`src/iscr_pkg.sv`:
```
package iscr_pkg;

    // Register indices (word offsets); byte address is four times the index
    localparam logic [7:0]  IDX_CONTROL_STATUS  = 8'h12;
    localparam logic [7:0]  IDX_PENDING_LOWER   = 8'h10;
    localparam logic [7:0]  IDX_PENDING_MIDDLE  = 8'h11;
    localparam logic [7:0]  IDX_PENDING_UPPER   = 8'h13;
    localparam logic [9:0]  ADDR_CONTROL_STATUS = {IDX_CONTROL_STATUS, 2'b00};
    localparam logic [9:0]  ADDR_PENDING_LOWER  = {IDX_PENDING_LOWER, 2'b00};
    localparam logic [9:0]  ADDR_PENDING_MIDDLE = {IDX_PENDING_MIDDLE, 2'b00};
    localparam logic [9:0]  ADDR_PENDING_UPPER  = {IDX_PENDING_UPPER, 2'b00};

    // Vector numbers
    localparam int          VEC_FIRST           = 2;
    localparam int          VEC_LAST            = 45;
    localparam int          VEC_COUNT           = VEC_LAST - VEC_FIRST + 1;
    localparam int          LOWER_BITS          = 15;
    localparam int          MIDDLE_BITS         = 16;
    localparam int          UPPER_BITS          = 13;

    // Control/status field positions
    localparam int          POS_LINE            = 15;
    localparam int          POS_LEVEL_HI        = 14;
    localparam int          POS_LEVEL_LO        = 13;
    localparam int          POS_VEC_HI          = 12;
    localparam int          POS_VEC_LO          = 6;
    localparam int          POS_GLOBAL_BLOCK    = 5;
    localparam logic [15:0] CONTROL_RESET       = 16'h001c;
    localparam logic [15:0] CONTROL_FIXED_ONES  = 16'h001c;
    localparam logic [15:0] UPPER_PAD_ONES      = 16'he000;
    localparam logic [15:0] LOWER_PAD_ONES      = 16'h0001;

    // Nesting level codes
    localparam logic [1:0]  LEVEL_ANY           = 2'h0;
    localparam logic [1:0]  LEVEL_AFTER_0       = 2'h1;
    localparam logic [1:0]  LEVEL_AFTER_1       = 2'h2;
    localparam logic [1:0]  LEVEL_ONLY_3        = 2'h3;

    // Reset vector hold after reset release, in clock edges
    localparam int          RESET_HOLD_EDGES    = 2;
    localparam logic [1:0]  RESET_HOLD_LAST     = 2'h1;

    typedef enum logic [2:0]
    {
        RV_HOLD    = 3'b001,
        RV_RELEASE = 3'b010,
        RV_RUN     = 3'b100
    } iscr_rv_state_type;

endpackage

```
`src/iscr_top.sv`:
```
// Function
// - Pending flags for vectors 2..45 in three registers; third holds 33..45.
// - Pending flags read zero when pending, one when idle.
// - Control bit 15 reads one while an interrupt goes to the core.
// - Bits 14-13 encode current level and minimum level that may nest.
// - Nesting field updates only on entry into a new service routine.
// - Bits 12-6 capture last taken vector number on service entry.
// - For a fast interrupt the field holds low jump-address bits instead.
// - Writable bit 5 blocks all interrupts toward the core; reset zero.
// - Bits 4-2 read one, bits 1-0 read zero; writes ignored.
// - Drive reset vector while core reset asserted, until second edge after release.
// - After reset the control register defaults with bit 5 clear, so interrupts toward the core are not blocked.
`timescale 1ns/1ps
`default_nettype none

module iscr_top
    import iscr_pkg::*;
#(
    parameter int VEC_BUS_WIDTH = 21
)
(
    input  wire logic                     pclk,
    input  wire logic                     presetn,
    input  wire logic                     psel,
    input  wire logic                     penable,
    input  wire logic                     pwrite,
    input  wire logic [9:0]               paddr,
    input  wire logic [31:0]              pwdata,
    input  wire logic [3:0]               pstrb,
    output logic      [31:0]              prdata,
    output logic                          pready,
    output logic                          pslverr,
    input  wire logic [VEC_COUNT-1:0]     irq_pending,
    input  wire logic                     irq_request,
    input  wire logic [1:0]               irq_level,
    input  wire logic [6:0]               irq_vector,
    input  wire logic                     irq_fast,
    input  wire logic [6:0]               fast_addr_low,
    input  wire logic                     service_entry,
    input  wire logic                     core_reset_n,
    input  wire logic [VEC_BUS_WIDTH-1:0] reset_vector,
    input  wire logic [VEC_BUS_WIDTH-1:0] irq_vector_addr,
    output logic                          core_irq,
    output logic      [1:0]               nested_level_required,
    output logic      [VEC_BUS_WIDTH-1:0] vector_bus,
    output logic                          reset_vector_active
);

    // Field widths derived from the layout
    localparam int VEC_FIELD_BITS = POS_VEC_HI - POS_VEC_LO + 1;
    localparam int LEVEL_BITS     = POS_LEVEL_HI - POS_LEVEL_LO + 1;
    localparam int UPPER_LSB      = LOWER_BITS + MIDDLE_BITS;

    logic                     global_block;
    logic                     next_global_block;
    logic [6:0]               last_vector;
    logic [6:0]               next_last_vector;
    logic [1:0]               next_nested_level;
    logic [15:0]              control_word;
    logic [15:0]              lower_word;
    logic [15:0]              middle_word;
    logic [15:0]              upper_word;
    logic [15:0]              read_word;
    logic [31:0]              next_prdata;
    logic [VEC_COUNT-1:0]     pending_n;
    logic                     access_phase;
    logic                     setup_read;
    logic                     bus_write;
    logic                     control_write;
    logic                     sel_control;
    logic                     sel_lower;
    logic                     sel_middle;
    logic                     sel_upper;
    logic                     addr_hit;
    logic                     next_core_irq;
    logic                     core_run;
    iscr_rv_state_type        rv_state;
    iscr_rv_state_type        next_rv_state;
    logic [VEC_BUS_WIDTH-1:0] next_vector_bus;

    // Refuse parameter values the logic cannot serve
    if (VEC_BUS_WIDTH < VEC_FIELD_BITS)
    begin
        $error("VEC_BUS_WIDTH below vector field width");
    end

    if (LOWER_BITS + MIDDLE_BITS + UPPER_BITS != VEC_COUNT)
    begin
        $error("Pending flag split does not cover every vector");
    end

    if (VEC_FIELD_BITS != $bits(irq_vector))
    begin
        $error("Vector field width mismatch");
    end

    if (LEVEL_BITS != $bits(irq_level))
    begin
        $error("Level field width mismatch");
    end

    if (LOWER_BITS + 1 > $bits(lower_word))
    begin
        $error("Lower pending word overflow");
    end

    if (MIDDLE_BITS > $bits(middle_word))
    begin
        $error("Middle pending word overflow");
    end

    if (UPPER_BITS > $bits(upper_word))
    begin
        $error("Upper pending word overflow");
    end

    // APB phases; every access finishes in its first access cycle
    assign access_phase  = psel && penable;
    assign setup_read    = psel && !penable && !pwrite;
    assign bus_write     = access_phase && pwrite;
    assign control_write = bus_write && sel_control && pstrb[0];
    assign pready        = 1'b1;
    assign pslverr       = access_phase && !addr_hit;

    // Address decode
    always_comb
    begin
        sel_control = 1'b0;
        sel_lower   = 1'b0;
        sel_middle  = 1'b0;
        sel_upper   = 1'b0;
        case (paddr)
            ADDR_CONTROL_STATUS:
                sel_control = 1'b1;
            ADDR_PENDING_LOWER:
                sel_lower = 1'b1;
            ADDR_PENDING_MIDDLE:
                sel_middle = 1'b1;
            ADDR_PENDING_UPPER:
                sel_upper = 1'b1;
            default:
                sel_control = 1'b0;
        endcase
    end

    assign addr_hit = sel_control || sel_lower || sel_middle || sel_upper;

    // Global block bit, the only writable control field
    always_comb
    begin
        next_global_block = global_block;
        if (control_write)
            next_global_block = pwdata[POS_GLOBAL_BLOCK];
    end

    always_ff @(posedge pclk or negedge presetn)
    begin
        if (!presetn)
            global_block <= CONTROL_RESET[POS_GLOBAL_BLOCK];
        else
            global_block <= next_global_block;
    end

    // Request line to the core, held low during the reset vector handshake
    assign core_run = (rv_state == RV_RUN);

    always_comb
    begin
        next_core_irq = irq_request && !global_block;
        if (!core_run)
            next_core_irq = 1'b0;
    end

    always_ff @(posedge pclk or negedge presetn)
    begin
        if (!presetn)
            core_irq <= 1'b0;
        else
            core_irq <= next_core_irq;
    end

    // Nesting level moves only on entry into a new service routine
    always_comb
    begin
        next_nested_level = nested_level_required;
        if (service_entry)
            next_nested_level = irq_level;
    end

    always_ff @(posedge pclk or negedge presetn)
    begin
        if (!presetn)
            nested_level_required <= LEVEL_ANY;
        else
            nested_level_required <= next_nested_level;
    end

    // Vector field; a fast interrupt leaves its low jump-address bits
    always_comb
    begin
        next_last_vector = last_vector;
        if (service_entry)
        begin
            if (irq_fast)
                next_last_vector = fast_addr_low;
            else
                next_last_vector = irq_vector;
        end
    end

    always_ff @(posedge pclk or negedge presetn)
    begin
        if (!presetn)
            last_vector <= '0;
        else
            last_vector <= next_last_vector;
    end

    // Reset vector handshake
    always_comb
    begin
        next_rv_state = rv_state;
        case (rv_state)
            RV_HOLD:
                next_rv_state = RV_RELEASE;
            RV_RELEASE:
                next_rv_state = RV_RUN;
            RV_RUN:
                next_rv_state = RV_RUN;
            default:
                next_rv_state = RV_HOLD;
        endcase
        if (!core_reset_n)
            next_rv_state = RV_HOLD;
    end

    always_ff @(posedge pclk or negedge presetn)
    begin
        if (!presetn)
            rv_state <= RV_HOLD;
        else
            rv_state <= next_rv_state;
    end

    always_comb
    begin
        reset_vector_active = 1'b0;
        if (!core_reset_n || !core_run)
            reset_vector_active = 1'b1;
    end

    always_comb
    begin
        if (!core_reset_n || next_rv_state != RV_RUN)
            next_vector_bus = reset_vector;
        else
            next_vector_bus = irq_vector_addr;
    end

    always_ff @(posedge pclk or negedge presetn)
    begin
        if (!presetn)
            vector_bus <= '0;
        else
            vector_bus <= next_vector_bus;
    end

    // Register read views
    always_comb
    begin
        control_word                              = CONTROL_FIXED_ONES;
        control_word[POS_LINE]                    = core_irq;
        control_word[POS_LEVEL_HI:POS_LEVEL_LO]   = nested_level_required;
        control_word[POS_VEC_HI:POS_VEC_LO]       = last_vector;
        control_word[POS_GLOBAL_BLOCK]            = global_block;
    end

    // Per-vector flags, active low
    for (genvar i = 0; i < VEC_COUNT; i++)
    begin
        assign pending_n[i] = ~irq_pending[i];
    end

    // Lower word: bit 0 reads one, bits 15-1 carry the first vectors
    always_comb
    begin
        lower_word = LOWER_PAD_ONES;
        for (int b = 0; b < LOWER_BITS; b++)
            lower_word[b + 1] = pending_n[b];
    end

    always_comb
    begin
        middle_word = 16'h0000;
        for (int b = 0; b < MIDDLE_BITS; b++)
            middle_word[b] = pending_n[LOWER_BITS + b];
    end

    // Upper word: bits above the last vector read one
    always_comb
    begin
        upper_word = UPPER_PAD_ONES;
        for (int b = 0; b < UPPER_BITS; b++)
            upper_word[b] = pending_n[UPPER_LSB + b];
    end

    always_comb
    begin
        read_word = 16'h0000;
        if (sel_control)
            read_word = control_word;
        else if (sel_lower)
            read_word = lower_word;
        else if (sel_middle)
            read_word = middle_word;
        else if (sel_upper)
            read_word = upper_word;
    end

    // Read data captured in the setup cycle, upper half zero
    always_comb
    begin
        next_prdata = prdata;
        if (setup_read)
            next_prdata = {16'h0000, read_word};
    end

    always_ff @(posedge pclk or negedge presetn)
    begin
        if (!presetn)
            prdata <= 32'h0000_0000;
        else
            prdata <= next_prdata;
    end

endmodule

`default_nettype wire

```
`config.mk`:
```
export PLATFORM = sky130hd
export DESIGN_NAME = iscr_top
export DESIGN_NICKNAME = d
export VERILOG_FILES = /design/src/iscr_pkg.sv /design/src/iscr_top.sv
export SDC_FILE = /design/constraint.sdc
export NUM_CORES = 1
export LEC_CHECK = 0
export BUFFER_PORTS_ARGS = -buffer_cell sky130_fd_sc_hd__buf_2
export CAP_MARGIN = 20
export CORE_AREA = 2 2 83 85
export DETAILED_ROUTE_END_ITERATION = 6
export DIE_AREA = 0 0 85 87
export PLACE_DENSITY = 0.86
export SYNTH_ARGS = -nofsm -noshare
export SYNTH_HDL_FRONTEND = slang
export SYNTH_SLANG_ARGS = --single-unit
```
`constraint.sdc`:
```
create_clock -name pclk -period 4.3 [get_ports pclk]
set_input_delay 0.215 -clock pclk [delete_from_list [all_inputs] [get_ports pclk]]
set_output_delay 0.215 -clock pclk [all_outputs]
set_load 0.02 [all_outputs]
```
### Word level (Yosys, flattened, before mapping)

Cells that the tools add are included.

* bits in registers: 51
* memory bits (read-only): 0
* input port bits: 157
* memories: 0
* memory bits (writable): 0
* latch bits: 0

* eq/ne operators: 8
* bitwise logic cells: 44
* add/sub/neg operators: 0
* shifts and indexed selects: 0
* $mul: 0
* multiplexer cells: 14
* $lt $le $gt $ge: 0
* divide/modulo/power cells: 0
* reductions and logical operators: 20

Operators by type and width (number)
* $mux 16: 4
* $not 1->1: 44
* $eq 10x7->1 const B: 4
* $mux 21: 1
* $logic_and 1x1->1: 8
* $mux 7: 1
* $logic_not 1->1: 6
* $mux 1: 6
* $pmux 3 s2: 1
* $logic_or 1x1->1: 5
* $eq 3x1->1 const B: 1
* $eq 3x2->1 const B: 1
* $eq 3x3->1 const B: 1
* $mux 3: 1
* $ne 3x3->1 const B: 1
* $reduce_or 2->1: 1

### Logic depth before layout (Yosys ltp)

* depth after elaboration: 7
* mapped depth: 6

### Worst setup path before layout

Ideal clock, no wire load.

* kind: register to register
* from: register rv_state[1]
* to: register vector_bus[0]
* library setup time: 125 ps
* arrival time: 1368 ps
* stages on the path, launching flop included: 5
* required time: 4175 ps
* setup slack: 2807 ps
* cell sequence: dfrtp_1 xnor2_1 nor3b_2 buf_6 mux2_2

* word-level cells in the longest chain between the ends: 7
* elaborated cells between the ends (all ways): 9
* those cells by class: 4 x eq/ne; 3 x mux; 2 x reduce/logical

Ends and longest elaborated chain
* start, declared: line iscr_top.sv:77 `iscr_rv_state_type rv_state;`
* start signal, assigned: line iscr_top.sv:242 `rv_state <= next_rv_state;`
* $eq 3x3->1 / $eq 3x2->1 (equally long branches): line iscr_top.sv:223 `case (rv_state)`
* $reduce_or 2->1 (no source line)
* $pmux 3 s2 (*): line iscr_top.sv:223
* $mux 3 (*): line iscr_top.sv:233 `if (!core_reset_n)`
* $ne 3x3->1 (*): line iscr_top.sv:254 `if (!core_reset_n || next_rv_state != RV_RUN)`
* $logic_or 1x1->1 (*): line iscr_top.sv:254
* $mux 21 (*): line iscr_top.sv:254
* net next_vector_bus[0]: line iscr_top.sv:79 `logic [VEC_BUS_WIDTH-1:0] next_vector_bus;`
* end signal, assigned: line iscr_top.sv:265 `vector_bus <= next_vector_bus;`
* end, declared: line iscr_top.sv:45 `output logic [VEC_BUS_WIDTH-1:0] vector_bus,`

The timed path passes the listed nets; every way through them passes the cells marked *.
A chain may end at the register's enable or synchronous reset.

### Final worst setup path

* from: input paddr[3]
* to: register global_block

* word-level cells in the longest chain between the ends: 4

Ends and longest elaborated chain
* start, declared: line iscr_top.sv:27 `input wire logic [9:0] paddr,`
* $eq 10x7->1: line iscr_top.sv:132 `case (paddr)`
* $mux 1: line iscr_top.sv:132
* $logic_and 1x1->1 (2 in series): line iscr_top.sv:121 `assign control_write = bus_write && sel_control && pstrb[0];`
* end signal, assigned: line iscr_top.sv:159 `global_block <= CONTROL_RESET[POS_GLOBAL_BLOCK];`
* end signal, assigned: line iscr_top.sv:161 `global_block <= next_global_block;`
* end, declared: line iscr_top.sv:54 `logic global_block;`

No other way between the ends.

==> flow_summary.ini <==
[timing]
rsz0062_at_grt = false
tns_ps = 0
fmax_ghz = 0.609
slew_headroom = 0.422
setup_viol = 0
finClkSkew_ps = 4.80
report.final.slew_viol_count = 0
hold_violations = 0
period_share = 0.382
finalCriticalPeriod_ps = 1640
worst_slew_pin_slew_ps = 863

[logic_synthesis]
synth-seq-cells = 51
synth.distinct_cells = 35
yosys_warnings = 0
synthCells = 213
avgSynthCellArea_um2 = 11.7
synth_area_um2 = 2500
seq_area_frac_synth = 0.512

[setup_path]
required_ps = 4490
cpPeakStageDelay_ps = 590
critPathCaptureType = flip-flop
crit_fanout = 26
cp.arrival_ps = 1830
crit_slowest_cell = nor2b_1
worstSetupStartpointType = primary input
worstSetupPathType = in -> reg
crit_chain = buf_2 -> nor2b_1 -> nor2b_1 -> nand4_1 -> mux2_2
path_common_cell = nor2b_1
critPathTopFamily = simple AND/OR/NAND/NOR gates
worst-path-buf-inv = 1
r2r_slack_ps = 2750

[pwr]
seq_power_share = 0.514
ir_drop_uv = 175
power_switching_mw = 0.295
p_leak_nw = 1.77
power_frac_comb = 0.218
p_clk_frac = 0.268
p_per_area_nw_per_um2 = 305
power_switching_share = 0.286
internal_power_mw = 0.735

[route]
drc = 0
wl_per_cell_um = 14.6
vias = 2218
dr.first_iter.drc_count = 98
via_per_inst = 4.92
routed_wl_mm = 6.59
ant_nets = 0
first_pass_iters = 4

[final_layout]
diodes = 0
fillers = 612
final_cell_area_um2 = 3380
drive_above_1_share = 0.547
syn_to_final_growth_pct = 35.4
nets = 527

[die]
initial_core_util = 0.380
die_w_um = 85
rows = 30
coreArea_um2 = 6570
die_y_um = 87
io_pins = 216
fp.dieArea_um2 = 7400

[grt]
track_usage = 0.173
overflow = 0
grt_pass1_vias = 2237
grt_max_degree = 52
grt_antenna_before_repair = 0
grt_pass1_wl_mm = 10.1

[flow_run]
max_cap_violations = 0

[cts]
cts_tree = yes
clkLatencyLatePin_ps = 300
clk_pin_slew_ps = 90
cts.sink_count = 51
cts_resized = 0
cts_buffers = 5
cts_hold_buf = 0
clock_path_buffers = 2
cts_setup_buffers = 0
root_buffer = clkbuf_8
htreeDepth = 2

[place]
post_dp_cell_area_um2 = 3280
hpwl_mm = 4.93
gp_congestion = 0.813
port_buffers = 164

[min_path]
hp-class = in -> async

[run_status]
outcome = finished clean
Yosys cell counts, drive strengths merged:
library cell,number,area share
a211oi,3,0.0090
a21oi,11,0.022
a221o,7,0.028
a22o,9,0.032
a22oi,3,0.0090
a32o,1,0.0040
a32oi,6,0.021
and2,1,0.0025
and4,1,0.0035
and4b,1,0.0040
and4bb,1,0.0050
buf,26,0.077
clkbuf,5,0.0075
conb,2,0.0030
dfrtp,50,0.50
dfstp,1,0.011
inv,1,0.0015
mux2,27,0.12
mux2i,10,0.040
nand2,5,0.0075
nand2b,1,0.0025
nand4,1,0.0025
nand4bb,1,0.0045
nor2,17,0.026
nor2b,8,0.020
nor3,1,0.0020
nor3b,1,0.0050
nor4,1,0.0025
nor4b,1,0.0035
o21ai,8,0.016
o31ai,1,0.0030
xnor2,1,0.0035
power groups by stage:
| stage | combinational [mW] | clock [mW] | sequential (mW) |
|---|---|---|---|
| floorplan | 0.111 | 0 | 0.562 |
| global placement | 0.218 | 0 | 0.537 |
| detailed placement | 0.224 | 0 | 0.539 |
| CTS | 0.225 | 0.289 | 0.530 |
| global route | 0.245 | 0.310 | 0.534 |
| finish | 0.224 | 0.276 | 0.529 |
path summary, 6_finish.rpt:
path / from / endpoint / cells past startpoint
worst max-delay path: paddr[3] / global_block$_DFFE_PN0P_ / 5
worst min-delay path: presetn / last_vector[4]$_DFFE_PN0P_ / 2
worst max register to register: rv_state[1]$_DFF_PN0_ / vector_bus[3]$_DFF_PN0_ / 4
worst min register to register: prdata[0]$_DFFE_PN0P_ / prdata[0]$_DFFE_PN0P_ / 1
max in group asynchronous: presetn / prdata[14]$_DFFE_PN0P_ / 2
min in group pclk: reset_vector[7] / vector_bus[7]$_DFF_PN0_ / 2
state kept, by name, summed over array words and instances, names as in the netlist:
| register | cells |
|---|---|
| vector_bus | 21 |
| prdata | 16 |
| last_vector | 7 |
| rv_state | 3 |
| nested_level_required | 2 |
| core_irq | 1 |
| global_block | 1 |
per-layer routing:
metal | wire (µm) | GRT usage | vias to the layer above
li1 | - | - | 1059
met1 | 2600 | 0.196 | 1034
met2 | 3340 | 0.308 | 121
met3 | 604 | 0.0616 | 4
met4 | 48 | 0.0476 | 0
met5 | 0 | 0 | -
cells in the final DEF (no fill, tap or decap), drive strengths merged, types with 2 or more instances in the layout:
cell,instances
clkbuf,6
nor2,17
a211oi,3
conb,17
nand2,5
o21ai,8
inv,2
nor2b,8
mux2i,10
a221o,7
buf,166
dfrtp,50
a22o,9
a21oi,11
a22oi,3
a32oi,6
mux2,27
stage by stage:
step / setup WS (ps) / cells / hold slack [ps] / util / power, mW
final: 2660 / 451 / 20.2 / 0.515 / 1.03
after global routing: 2480 / 451 / 63.1 / 0.515 / 1.09
after CTS: 2240 / 450 / 37.5 / 0.513 / 1.04
after detailed placement: 2250 / 442 / 373 / 0.499 / 0.763
after global placement: 2310 / 442 / 361 / 0.499 / 0.755
after floorplan: 2810 / 228 / -80.6 / - / 0.674
kinds of logic (layout without fill, tap and decap cells):
| logic type | Yosys count | count (layout) | share of synthesized area |
|---|---|---|---|
| compound gates | 49 | 49 | 0.144 |
| xor+xnor | 1 | 1 | 0.00351 |
| buf+inv | 32 | 175 | 0.0857 |
| flops | 51 | 51 | 0.512 |
| mux | 37 | 37 | 0.162 |
| other cells | 2 | 17 | 0.00301 |
| simple gates | 41 | 41 | 0.0907 |
area by class of cell:
type                       instances  area (µm²)  share of cell area
clock inverter                     2        16.3             0.00481
multi-input combinational        145        1070               0.316
timing repair buffer             166         843               0.249
clock buffer                       6        72.6              0.0215
tap                               80         100              0.0296
inverter                           1        3.75             0.00111
sequential                        51        1280               0.378
(Power assumes the default switching activity.)
